==> src/rtl/rsqr_map.svh <==
// register indices, field positions, reset values and counts of the signal quality block
`ifndef RSQR_MAP_SVH
`define RSQR_MAP_SVH

// register indices; byte address is four times the index
`define RSQR_IDX_BEACON_CTL   12'h025
`define RSQR_IDX_STRENGTH_CTL 12'h03e
`define RSQR_IDX_STRENGTH_RES 12'h210
`define RSQR_IDX_IRQ_STATUS   12'h300
`define RSQR_IDX_IRQ_MASK     12'h301

// field positions
`define RSQR_BIT_REQUEST      7
`define RSQR_BIT_APPEND       6
`define RSQR_BIT_DONE         0
`define RSQR_AVG_MSB          5
`define RSQR_AVG_LSB          4
`define RSQR_IRQ_DONE         0
`define RSQR_IRQ_STORED       1
`define RSQR_IRQ_DROPPED      2

// reset values
`define RSQR_RST_BEACON_CTL   8'h00
`define RSQR_RST_BYTE         8'h00
`define RSQR_RST_IRQ          3'h0

// counts and strength limits
`define RSQR_LQI_SYMBOLS      2'h3
`define RSQR_FLOOR_DBM        (-8'sd90)
`define RSQR_CEIL_DBM         (-8'sd35)
`define RSQR_TABLE_LEN        54

`endif

==> src/rtl/rsqr_pkg.sv <==
// types of the signal quality block
package rsqr_pkg;

	typedef enum logic [1:0] {ST_IDLE, ST_PASS, ST_LQI, ST_SIGNAL_STRENGTH_RESULT} rsqr_state_e;

	typedef struct packed {
		rsqr_state_e st;
		logic [7:0]  beaconCtl;
		logic        reqPending;
		logic        appendEn;
		logic        doneFlag;
		logic [7:0]  strengthRes;
		logic [2:0]  irqStat;
		logic [2:0]  irqMask;
		logic [31:0] prdata;
		logic [7:0]  fifoData;
		logic        fifoWr;
		logic        fifoCommit;
		logic        fifoDrop;
		logic        prevPre;
		logic [1:0]  lqiCnt;
		logic [9:0]  lqiSum;
		logic [7:0]  lqiVal;
		logic [2:0]  avgCnt;
		logic [10:0] avgAcc;
		logic [7:0]  lastCode;
		logic [7:0]  romDbm;
		logic        romGo;
		logic        romTag;
	} rsqr_main_s;

	typedef struct packed {
		logic [7:0] code;
		logic       valid;
	} rsqr_rom_s;

endpackage : rsqr_pkg

==> src/rtl/rsqr_report.sv <==
// rx signal quality report: frame append, strength averaging, apb registers
`timescale 1ns/1ps
`include "rsqr_map.svh"
module rsqr_report
(
	// clock and reset
	input  wire logic        ref_clk,
	input  wire logic        rst_n,
	// apb slave
	input  wire logic        psel,
	input  wire logic        penable,
	input  wire logic        pwrite,
	input  wire logic [13:0] paddr,
	input  wire logic [31:0] pwdata,
	output logic [31:0]      prdata,
	output logic             pready,
	output logic             pslverr,
	// receiver datapath
	input  wire logic        symbolTick,
	input  wire logic [7:0]  rxPowerDbm,
	input  wire logic        preambleActive,
	input  wire logic [7:0]  chipCorr,
	input  wire logic        frameStart,
	input  wire logic        rxByteValid,
	input  wire logic [7:0]  rxByte,
	input  wire logic        frameEnd,
	input  wire logic        frameGood,
	// receive buffer write port
	output logic [7:0]       fifoWrData,
	output logic             fifoWrEn,
	output logic             fifoCommit,
	output logic             fifoDrop,
	// interrupt
	output logic             irq
);

	////////////////////////////////////////////////////////////////////////
	function automatic logic isIdx(input logic [13:0] addr, input logic [11:0] idx);
		isIdx = (addr[13:2] == idx);
	endfunction : isIdx

	// window of 1, 2, 4 or 8 symbols
	function automatic logic [2:0] avgLast(input logic [1:0] sel);
		avgLast = 3'((4'h1 << sel) - 4'h1);
	endfunction : avgLast

	////////////////////////////////////////////////////////////////////////
	rsqr_pkg::rsqr_main_s state_reg;
	rsqr_pkg::rsqr_main_s state_next;
	logic [7:0]           romCode;
	logic                 romValid;
	logic                 mapped;
	logic                 wrAcc;
	logic                 rdSetup;
	logic [1:0]           avgSel;
	logic                 reqWrite;
	logic                 completion;

	assign mapped = isIdx(paddr, `RSQR_IDX_BEACON_CTL) | isIdx(paddr, `RSQR_IDX_STRENGTH_CTL)
		| isIdx(paddr, `RSQR_IDX_STRENGTH_RES) | isIdx(paddr, `RSQR_IDX_IRQ_STATUS)
		| isIdx(paddr, `RSQR_IDX_IRQ_MASK);
	assign wrAcc   = psel & penable & pwrite & mapped;
	assign rdSetup = psel & ~penable & ~pwrite;
	assign avgSel  = state_reg.beaconCtl[`RSQR_AVG_MSB:`RSQR_AVG_LSB];
	assign reqWrite = wrAcc & isIdx(paddr, `RSQR_IDX_STRENGTH_CTL) & pwdata[`RSQR_BIT_REQUEST];
	assign completion = romValid & state_reg.romTag & state_reg.reqPending;

	rsqr_strength_rom u_rom
	(
		.ref_clk   (ref_clk),
		.rst_n     (rst_n),
		.lookupEn  (state_reg.romGo),
		.powerDbm  (state_reg.romDbm),
		.codeOut   (romCode),
		.codeValid (romValid)
	);

	////////////////////////////////////////////////////////////////////////
	always_comb
	begin
		logic [2:0]         irqEvent;
		logic [2:0]         irqClr;
		logic [9:0]         lqiTotal;
		logic signed [10:0] avgSum;
		irqEvent = 3'h0;
		irqClr   = 3'h0;
		lqiTotal = state_reg.lqiSum + {2'h0, chipCorr};
		avgSum   = $signed(state_reg.avgAcc) + $signed({{3{rxPowerDbm[7]}}, rxPowerDbm});

		state_next = state_reg;
		state_next.fifoWr     = 1'b0;
		state_next.fifoCommit = 1'b0;
		state_next.fifoDrop   = 1'b0;
		state_next.romGo      = 1'b0;
		state_next.prevPre    = preambleActive;

		// read data latched in the setup cycle so prdata is a flop
		if (rdSetup)
		begin
			state_next.prdata = 32'h0000_0000;
			if (isIdx(paddr, `RSQR_IDX_BEACON_CTL))
				state_next.prdata[7:0] = state_reg.beaconCtl;
			else if (isIdx(paddr, `RSQR_IDX_STRENGTH_CTL))
				state_next.prdata[7:0] = {state_reg.reqPending, state_reg.appendEn, 5'h00, state_reg.doneFlag};
			else if (isIdx(paddr, `RSQR_IDX_STRENGTH_RES))
				state_next.prdata[7:0] = state_reg.strengthRes;
			else if (isIdx(paddr, `RSQR_IDX_IRQ_STATUS))
				state_next.prdata[2:0] = state_reg.irqStat;
			else if (isIdx(paddr, `RSQR_IDX_IRQ_MASK))
				state_next.prdata[2:0] = state_reg.irqMask;
		end

		// register writes
		if (wrAcc && isIdx(paddr, `RSQR_IDX_BEACON_CTL))
			state_next.beaconCtl = {pwdata[7:4], 4'h0};
		if (wrAcc && isIdx(paddr, `RSQR_IDX_STRENGTH_CTL))
			state_next.appendEn = pwdata[`RSQR_BIT_APPEND];
		if (wrAcc && isIdx(paddr, `RSQR_IDX_IRQ_MASK))
			state_next.irqMask = pwdata[2:0];
		if (wrAcc && isIdx(paddr, `RSQR_IDX_IRQ_STATUS))
			irqClr = pwdata[2:0];

		// link quality: three preamble symbols, restarted at each preamble
		if (preambleActive && !state_reg.prevPre)
		begin
			state_next.lqiCnt = 2'h0;
			state_next.lqiSum = 10'h000;
		end
		else if (preambleActive && symbolTick && state_reg.lqiCnt != `RSQR_LQI_SYMBOLS)
		begin
			state_next.lqiCnt = state_reg.lqiCnt + 2'h1;
			state_next.lqiSum = lqiTotal;
			if (state_reg.lqiCnt == `RSQR_LQI_SYMBOLS - 2'h1)
				state_next.lqiVal = 8'(lqiTotal / 10'd3);
		end

		// strength averaging; a new request restarts the window
		if (reqWrite)
		begin
			state_next.avgCnt = 3'h0;
			state_next.avgAcc = 11'h000;
		end
		else if (symbolTick)
		begin
			if (state_reg.avgCnt == avgLast(avgSel))
			begin
				state_next.romDbm = 8'(avgSum >>> avgSel);
				state_next.romGo  = 1'b1;
				state_next.romTag = state_reg.reqPending;
				state_next.avgCnt = 3'h0;
				state_next.avgAcc = 11'h000;
			end
			else
			begin
				state_next.avgCnt = state_reg.avgCnt + 3'h1;
				state_next.avgAcc = 11'(avgSum);
			end
		end
		if (romValid)
			state_next.lastCode = romCode;

		// done flag: the hardware set wins over the clear by a new request
		if (reqWrite)
			state_next.doneFlag = 1'b0;
		if (completion)
		begin
			state_next.strengthRes = romCode;
			state_next.doneFlag    = 1'b1;
			state_next.reqPending  = 1'b0;
			irqEvent[`RSQR_IRQ_DONE] = 1'b1;
		end
		if (reqWrite)
			state_next.reqPending = 1'b1;

		// frame pass-through and trailer append
		case (state_reg.st)
			rsqr_pkg::ST_IDLE:
			begin
				if (frameStart)
					state_next.st = rsqr_pkg::ST_PASS;
			end
			rsqr_pkg::ST_PASS:
			begin
				if (rxByteValid)
				begin
					state_next.fifoData = rxByte;
					state_next.fifoWr   = 1'b1;
				end
				if (frameEnd && frameGood)
					state_next.st = rsqr_pkg::ST_LQI;
				else if (frameEnd)
				begin
					state_next.fifoDrop = 1'b1;
					irqEvent[`RSQR_IRQ_DROPPED] = 1'b1;
					state_next.st = rsqr_pkg::ST_IDLE;
				end
			end
			rsqr_pkg::ST_LQI:
			begin
				state_next.fifoData = state_reg.lqiVal;
				state_next.fifoWr   = 1'b1;
				if (state_reg.appendEn)
					state_next.st = rsqr_pkg::ST_SIGNAL_STRENGTH_RESULT;
				else
				begin
					state_next.fifoCommit = 1'b1;
					irqEvent[`RSQR_IRQ_STORED] = 1'b1;
					state_next.st = rsqr_pkg::ST_IDLE;
				end
			end
			rsqr_pkg::ST_SIGNAL_STRENGTH_RESULT:
			begin
				state_next.fifoData   = state_reg.lastCode;
				state_next.fifoWr     = 1'b1;
				state_next.fifoCommit = 1'b1;
				irqEvent[`RSQR_IRQ_STORED] = 1'b1;
				state_next.st = rsqr_pkg::ST_IDLE;
			end
			default:
			begin
				state_next.st = rsqr_pkg::ST_IDLE;
			end
		endcase

		// sticky status: an event in the clearing cycle survives
		state_next.irqStat = (state_reg.irqStat & ~irqClr) | irqEvent;
	end

	always_ff @(posedge ref_clk)
	begin
		if (!rst_n)
		begin
			state_reg           <= '0;
			state_reg.st        <= rsqr_pkg::ST_IDLE;
			state_reg.beaconCtl <= `RSQR_RST_BEACON_CTL;
			state_reg.irqStat   <= `RSQR_RST_IRQ;
			state_reg.irqMask   <= `RSQR_RST_IRQ;
			state_reg.lastCode  <= `RSQR_RST_BYTE;
		end
		else
			state_reg <= state_next;
	end

	////////////////////////////////////////////////////////////////////////
	assign prdata     = state_reg.prdata;
	assign pready     = 1'b1;
	assign pslverr    = psel & penable & ~mapped;
	assign fifoWrData = state_reg.fifoData;
	assign fifoWrEn   = state_reg.fifoWr;
	assign fifoCommit = state_reg.fifoCommit;
	assign fifoDrop   = state_reg.fifoDrop;
	assign irq        = |(state_reg.irqStat & state_reg.irqMask);
endmodule : rsqr_report

==> src/rtl/rsqr_strength_rom.sv <==
// power to strength code lookup with registered output
`timescale 1ns/1ps
`include "rsqr_map.svh"
module rsqr_strength_rom
(
	// clock and reset
	input  wire logic        ref_clk,
	input  wire logic        rst_n,
	// lookup request
	input  wire logic        lookupEn,
	input  wire logic [7:0]  powerDbm,
	// lookup answer
	output logic [7:0]       codeOut,
	output logic             codeValid
);

	localparam logic [7:0] TABLE [0:`RSQR_TABLE_LEN-1] = '{
		8'h01, 8'h02, 8'h05, 8'h09, 8'h0d, 8'h12, 8'h17, 8'h1b, 8'h20, 8'h25,
		8'h2b, 8'h30, 8'h35, 8'h3a, 8'h3f, 8'h44, 8'h49, 8'h4e, 8'h53, 8'h59,
		8'h5f, 8'h64, 8'h6b, 8'h6f, 8'h75, 8'h79, 8'h7d, 8'h81, 8'h85, 8'h8a,
		8'h8f, 8'h94, 8'h99, 8'h9f, 8'ha5, 8'haa, 8'hb0, 8'hb7, 8'hbc, 8'hc1,
		8'hc6, 8'hcb, 8'hcf, 8'hd4, 8'hd8, 8'hdd, 8'he1, 8'he4, 8'he9, 8'hef,
		8'hf5, 8'hfa, 8'hfd, 8'hfe};

	rsqr_pkg::rsqr_rom_s rom_reg;
	rsqr_pkg::rsqr_rom_s rom_next;
	logic [7:0]          tableIdx;

	assign tableIdx = 8'($signed(powerDbm) - `RSQR_FLOOR_DBM - 8'sd1);

	always_comb
	begin
		rom_next = rom_reg;
		rom_next.valid = lookupEn;
		if (lookupEn)
		begin
			// saturate at both ends
			if ($signed(powerDbm) <= `RSQR_FLOOR_DBM)
				rom_next.code = 8'h00;
			else if ($signed(powerDbm) >= `RSQR_CEIL_DBM)
				rom_next.code = 8'hff;
			else
				rom_next.code = TABLE[tableIdx[5:0]];
		end
	end

	always_ff @(posedge ref_clk)
	begin
		if (!rst_n)
			rom_reg <= '0;
		else
			rom_reg <= rom_next;
	end

	assign codeOut   = rom_reg.code;
	assign codeValid = rom_reg.valid;
endmodule : rsqr_strength_rom

==> config.mk <==
export PLATFORM = sky130hd
export DESIGN_NAME = rsqr_report
export DESIGN_NICKNAME = d
export VERILOG_FILES = /design/src/rtl/rsqr_pkg.sv /design/src/rtl/rsqr_report.sv /design/src/rtl/rsqr_strength_rom.sv
export VERILOG_INCLUDE_DIRS = /design/src /design/src/rtl
export SDC_FILE = /design/constraint.sdc
export NUM_CORES = 1
export LEC_CHECK = 0
export BUFFER_PORTS_ARGS = -buffer_cell sky130_fd_sc_hd__buf_2
export CAP_MARGIN = 20
export CORE_UTILIZATION = 50
export DETAILED_ROUTE_END_ITERATION = 16
export GPL_TIMING_DRIVEN = 0
export PLACE_DENSITY = 0.78
export SLEW_MARGIN = 40
export SYNTH_ARGS = -nofsm -noshare
export SYNTH_HDL_FRONTEND = slang
export SYNTH_SLANG_ARGS = --single-unit
==> constraint.sdc <==
create_clock -name ref_clk -period 11.17 [get_ports ref_clk]
set_clock_uncertainty 0.05 [all_clocks]
set_input_delay 0.5585 -clock ref_clk [delete_from_list [all_inputs] [get_ports ref_clk]]
set_output_delay 0.5585 -clock ref_clk [all_outputs]
set_load 0.05 [all_outputs]
==> impl_results.md, run 1 <==
* Actual slew at the worst max-slew pin at 0.815 ns
* Wirelength, routed at 17,500 microns
* Worst Path Max Fanout at 10
* Post-route cell area at 0.00807 sq mm
* Simple-Gate Fraction of Synth Area at 20.5%
* DR vias at 6,720
* CTS root buf: clkbuf_16
* Distinct cells, synth at 77
* Number of synthesized flops with an enable pin at 0
* Drt drc at 0
* Endpoints failing setup at 0
* Post-Route Setup TNS at 0 ns
* Post-CTS sizing at 0
* Fraction of registers with async set/reset at 0%
* Compound-gate portion of the synthesized area at 26.0%
* Status: finished, final reports clean
* Net Sw Power at 0.323 mW
* LEAKAGE at 3.32 nW
* Post-synthesis adder-cell area fraction at 5.91%
* Wire per inst at 14.8 microns
* Full die area at 0.0145 sq mm
* Max reg flops at 74
* Largest net degree at the start of global routing at 20
* Area Growth Syn to Fin at 14.8%
* Fillers at 1,250
* Flop pwr share at 40.0%
* VDD IR max at 0.0664 mV
* I/O pins at 127
* Initial Utilization at 52.3%
* Pre-Repair DR Iteration Count at 7
* Int Power at 0.653 mW
* Seq/Total Area, Yosys at 29.6%
* PwrDens at 121 mW/mm^2
* CP Class: input pin to flop
* Worst Setup End Kind: flop
* Critical Path RT at 11.37 ns
* Post-DRT Antenna Nets at 0
* Switch share at 33.1%
* Max-cap violations at 0
* Number of diodes at 0
* Setup Buffers After CTS at 0
* Tmin final at 4.78 ns
* Clk pwr share at 34.3%
* Mean Syn Cell Area at 7.83 sq um
* Synth Area in XOR/XNOR at 4.47%
* Multiplexer area fraction after synthesis at 4.13%
* Combinational share of power at 25.6%
* Synthesized cell area at 0.00703 sq mm
* Placed Instances at 1,171
* Slew Limit Fails at 0
* Initial antenna violation count at 0
* Non-Filler Instances at 1,187
* FF+latch count, synth at 104
* RSZ-0062 raised after global routing: false
* Tcrit/Tclk final at 42.8%
* Die height at 121 microns
* Total GRT Usage at 24.1%
* Row count at 42
* Syn Inst Count at 898
* Worst setup SP type: input pin
* Global-route wire length before repair at 28,600 microns
* CORE AREA at 0.0135 sq mm
* CTS buffer count at 9
* Ratio of cells with drive above 1 in the final layout at 17.7%
* Total grt overflow at 0
* Gpl congestion at 0.966
* Fin. Hold Viols at 0
* DRT iter0 DRCs at 657
* Die Wd at 121 microns
* # hold bufs at CTS at 0
* Largest family of logic cells by synthesized area: compound AO/OA/AOI/OAI gates
* Post-layout util at 60.0%
* Number of global-route vias before repair at 5,972
* Synth warn at 0
* DP HPWL at 12,900 microns
* Worst-case clock buffer depth at 2
* Placed Instance Area at 0.00772 sq mm
* Port Buffers at 74
* CP arrival at 4.98 ns
* Clk sink count at 104
* CTS H-tree depth at 3
* Worst Hold Class: input pin to flop
* CTS tree: built
* Rel. slew slack at 45.0%
* Top_reg_cell synth: dfxtp_1
* Final nets at 1,119
* DR vias/cell at 5.66
* Worst-path clk slew at 0.08 ns
* Clk_lat worst skew at 0.35 ns
* Max Clock Freq at 209 MHz
placed cells by master, fill, tap and decap left out, types with 6 or more instances in the layout:
| cell | count |
|---|---|
| nor2_1 | 111 |
| dfxtp_1 | 104 |
| a21oi_1 | 91 |
| nand2_1 | 83 |
| buf_2 | 79 |
| buf_4 | 44 |
| clkbuf_1 | 41 |
| nand3_1 | 30 |
| ha_1 | 30 |
| o21ai_0 | 26 |
| inv_1 | 25 |
| conb_1 | 25 |
| nor3_1 | 23 |
| a211oi_1 | 23 |
| mux2i_1 | 22 |
| xnor2_1 | 21 |
| o211ai_1 | 12 |
| nand2b_1 | 12 |
| xor2_1 | 11 |
| a222oi_1 | 11 |
| a22oi_1 | 10 |
| or3_1 | 9 |
| a31oi_1 | 9 |
| clkbuf_16 | 9 |
| o21bai_1 | 7 |
| a22o_1 | 7 |
| o21ai_1 | 6 |
| nor2b_1 | 6 |
layer usage:
metal | vias up | GRT usage (%) | part of all wire [%] | routed length [microns]
met5 | - | 0 | 0 | 0
met4 | 0 | 6.48 | 1.1 | 187
met3 | 18 | 2.88 | 5.4 | 944
met2 | 213 | 38.7 | 46 | 8060
met1 | 3085 | 34.0 | 48 | 8340
li1 | 3404 | - | - | -
final timing paths:
path | cells after the start | start | slack (ns) | end
max | 19 | chipCorr[0] | 6.39 | state_reg[32]
min | 2 | frameGood | 0.35 | fifoDrop
max reg2reg | 18 | state_reg[40] | 6.40 | state_reg[32]
min reg2reg | 2 | state_reg[106] | 0.41 | state_reg[106]
synthesized netlist by cell type, drive strengths merged (6+ instances only):
cell type	instances	area (sq um)
a211oi	24	185
a21oi	92	464
a222oi	11	110
a22o	7	61.3
a22oi	10	75.1
a31oi	9	56.3
and2	6	42.5
buf	55	400
clkbuf	41	154
dfxtp	104	2080
ha	30	375
inv	25	93.8
mux2i	23	234
nand2	83	312
nand2b	13	88.8
nand3	31	160
nor2	111	417
nor2b	6	37.5
nor3	24	120
nor4	6	37.5
o211ai	15	128
o21ai	35	186
o21bai	7	52.6
o31ai	7	66.3
or3	9	56.3
xnor2	24	218
xor2	11	96.3
worst max-delay path: stages:
cell	delay [ns]
buf_2	0.11
ha_1	0.21
fa_1	0.50
a211oi_2	0.31
o21ai_1	0.18
nor2b_1	0.20
o31ai_4	0.38
mux2i_2	0.17
o22ai_2	0.24
buf_6	0.18
o21ai_2	0.07
a221oi_2	0.27
a32o_2	0.26
xnor2_1	0.14
ha_1	0.28
a211oi_1	0.18
nor2_1	0.08
a211o_1	0.32
a311o_1	0.34
cells by family (layout without fill, tap and decap cells):
kind of cell | after synthesis | in the layout
AND/OR/NAND/NOR | 312 | 312
AO/OA/AOI/OAI | 263 | 263
buffers and inverters | 122 | 212
flip-flops | 104 | 104
XOR/XNOR | 35 | 35
adder cells (fa/ha/maj) | 32 | 32
multiplexers | 28 | 28
other | 2 | 25
through the flow:
step | power (mW) | worst slack (ns) | hold WS, ns
2_1_floorplan | 0.589 | 6.62 | 0.386
3_3_place_gp | 0.640 | 6.09 | 0.395
3_5_place_dp | 0.644 | 6.04 | 0.402
4_1_cts | 0.974 | 6.40 | 0.340
5_1_grt | 1.01 | 6.06 | 0.349
6_report | 0.976 | 6.39 | 0.347
cell type report:
cell class | instances | area, sq um | share of cell area, %
inverter | 26 | 97.6 | 1.21
clock inverter | 7 | 90.1 | 1.12
timing repair buffer | 74 | 370 | 4.59
multi-input combinational | 695 | 4430 | 54.9
sequential | 104 | 2080 | 25.8
tap | 176 | 220 | 2.73
buffer | 96 | 554 | 6.87
clock buffer | 9 | 225 | 2.79
power by group through the flow:
stage / sequential (mW) / combinational [mW] / clock, mW
after global placement: 0.399 / 0.241 / 0
after CTS: 0.391 / 0.245 / 0.338
final: 0.391 / 0.250 / 0.335
after floorplan: 0.397 / 0.192 / 0
after global routing: 0.392 / 0.273 / 0.349
after detailed placement: 0.399 / 0.244 / 0
(Power assumes the default switching activity.)
==> inputs of run 2 (changes only) <==
- PLACE_DENSITY: 0.78 -> 0.81
- clock period: 11.17 -> 4.3 ns (I/O delays scaled with it)
==> impl_results.md, run 2 (same netlist as run 1, synthesis figures left out) <==
* Status: finished, final reports clean (unchanged)
* I/O pins at 127 (unchanged)
* Critical Path RT at 4.49 ns (was 11.37 ns)
* CTS root buf: clkbuf_16 (unchanged)
* Max reg flops at 74 (unchanged)
* Rel. slew slack at 45.9% (was 45.0%)
* Die height at 121 microns (unchanged)
* Most frequent cells in the layout: nor2_1 (111), dfxtp_1 (103), a21oi_1 (91) (was nor2_1 (111), dfxtp_1 (104), a21oi_1 (91))
* DP HPWL at 12,900 microns (about the same)
* Endpoints failing setup at 0 (unchanged)
* VDD IR max at 0.279 mV (was 0.0664 mV)
* Area Growth Syn to Fin at 18.2% (was 14.8%)
* Die Wd at 121 microns (unchanged)
* Largest net degree at the start of global routing at 19 (was 20)
* Cell-by-cell listing of the critical path: ha_4 > fa_2 > a211oi_4 > o21ai_2 > xnor2_4 > nand2b_4 > buf_12 > and3_4 > o22ai_4 > buf_6 > o21ai_4 > a221oi_2 > a32o_2 > xnor2_2 > ha_4 > a211oi_2 > nor2_1 > a211o_1 > a311o_1 (was buf_2 > ha_1 > fa_1 > a211oi_2 > o21ai_1 > nor2b_1 > o31ai_4 > mux2i_2 > o22ai_2 > buf_6 > o21ai_2 > a221oi_2 > a32o_2 > xnor2_1 > ha_1 > a211oi_1 > nor2_1 > a211o_1 > a311o_1)
* Total GRT Usage at 24.2% (was 24.1%)
* Max-cap violations at 0 (unchanged)
* Worst-path clk slew at 0.08 ns (about the same)
* Initial Utilization at 52.3% (unchanged)
* Fin. Hold Viols at 0 (unchanged)
* Crit-path max cell delay at 0.38 ns (was 0.50 ns)
* Drt drc at 0 (unchanged)
* # hold bufs at CTS at 0 (unchanged)
* Initial antenna violation count at 0 (unchanged)
* Setup Slack @ Placement at -0.541 ns (was 6.04 ns)
* Worst Path Max Fanout at 5 (was 10)
* Number of global-route vias before repair at 6,173 (was 5,972)
* Wirelength, routed at 17,900 microns (was 17,500 microns)
* PwrDens at 305 mW/mm^2 (was 121 mW/mm^2)
* RSZ-0062 raised after global routing: true (was false)
* Pre-Repair DR Iteration Count at 5 (was 7)
* Worst-case clock buffer depth at 2 (unchanged)
* DR vias at 6,908 (was 6,720)
* Max Clock Freq at 235 MHz
* Post-route cell area at 0.00831 sq mm (was 0.00807 sq mm)
* Total grt overflow at 0 (unchanged)
* Final nets at 1,135 (was 1,119)
* Final worst slack at 0.0400 ns (was 6.39 ns)
* CTS tree: built (unchanged)
* Tmin final at 4.26 ns
* Seq. cell area at 0.00208 sq mm (about the same)
* Slew Limit Fails at 0 (unchanged)
* Tcrit/Tclk final at 99.1%
* CTS H-tree depth at 3 (unchanged)
* CP max stage cell: fa_2 (was fa_1)
* Placed Instance Area at 0.00772 sq mm (unchanged)
* Clk_lat worst skew at 0.34 ns (was 0.35 ns)
* Wire per inst at 14.9 microns (was 14.8 microns)
* Full die area at 0.0145 sq mm (unchanged)
* Worst path most repeated cell: ha_4 (was ha_1)
* Ratio of cells with drive above 1 in the final layout at 20.4% (was 17.7%)
* Area taken by multi-input logic gates at 0.00456 sq mm (was 0.00443 sq mm)
* Actual slew at the worst max-slew pin at 0.809 ns (was 0.815 ns)
* Global-route wire length before repair at 28,900 microns (was 28,600 microns)
* Row count at 42 (unchanged)
* CORE AREA at 0.0135 sq mm (unchanged)
* CP arrival at 4.45 ns (was 4.98 ns)
* Clk sink count at 104 (unchanged)
* Port Buffers at 74 (unchanged)
* CTS buffer count at 9 (unchanged)
* Worst setup SP type: flop (was input pin)
* Commonest non-fill, non-tap cell in the layout: nor2_1 (unchanged)
* DR vias/cell at 5.74 (was 5.66)
* Worst Hold Class: input pin to flop (unchanged)
* DRT iter0 DRCs at 753 (was 657)
* Post-DRT Antenna Nets at 0 (unchanged)
* CP Class: flop to flop (was input pin to flop)
* Worst Setup End Kind: flop (unchanged)
* Number of diodes at 0 (unchanged)
* LEAKAGE at 3.41 nW (was 3.32 nW)
* Gpl congestion at 0.945 (was 0.966)
* Fillers at 1,187 (was 1,250)
-- run 2: path summary, 6_finish.rpt --
kind             startpoint             end  slack [ns]  cells past startpoint
max reg2reg   state_reg[40]   state_reg[32]        0.04                     19
min reg2reg  state_reg[102]  state_reg[102]        0.41                      2
max           state_reg[40]   state_reg[32]        0.04                     19
min               frameGood        fifoDrop        0.03                      2
-- run 2: power by group --
part / leakage, nW / switching, mW / internal (mW)
Sequential: 0.845 / 0.0236 / 0.991
Clock: 0.141 / 0.373 / 0.417
Combinational: 2.43 / 0.440 / 0.292
Total: 3.41 / 0.837 / 1.70
-- run 2: timing repair --
item / in CTS / in global routing
setup endpoints to repair: 1 / 1
resized for setup: 13 / 12
buffers inserted: 10 / 7
endpoints found under the hold margin: 0 / 0
pin swaps: 16 / 20
-- run 2: final cells by class --
cell class | count | area share (%)
Clock inverter | 6 | 0.602
Multi-Input combinational cell | 695 | 54.9
Clock buffer | 10 | 2.88
Timing Repair Buffer | 90 | 6.05
Tap cell | 176 | 2.65
Buffer | 96 | 6.67
Sequential cell | 104 | 25.1
Inverter | 26 | 1.17
-- run 2: through the flow --
step                      util, %  instances  power, mW  setup TNS, ns  hold WS [ns]
after global placement       57.3       1171       1.66         -0.410         0.373
after detailed placement     57.4       1171       1.67         -0.541         0.379
final                        61.8       1203       2.54              0        0.0250
after CTS                    60.6       1197       2.50        -0.0375        0.0161
after floorplan                 -        921       1.53              0         0.257
after global routing         61.8       1203       2.65        -0.0983        0.0182
-- run 2: critical path: cells and delay by family (launching register included) --
family / cells / cell delay [ns]
xor+xnor: 2 / 0.33
flops: 1 / 0.34
compound gates: 9 / 1.90
fa+ha+maj: 3 / 0.77
simple gates: 3 / 0.46
buf+inv: 2 / 0.30
-- run 2: per-layer routing --
layer / GRT usage [%] / routed length [microns]
met1: 32.9 / 8250
met2: 40.2 / 8380
met3: 4.15 / 1030
met4: 5.09 / 215
met5: 0 / 0
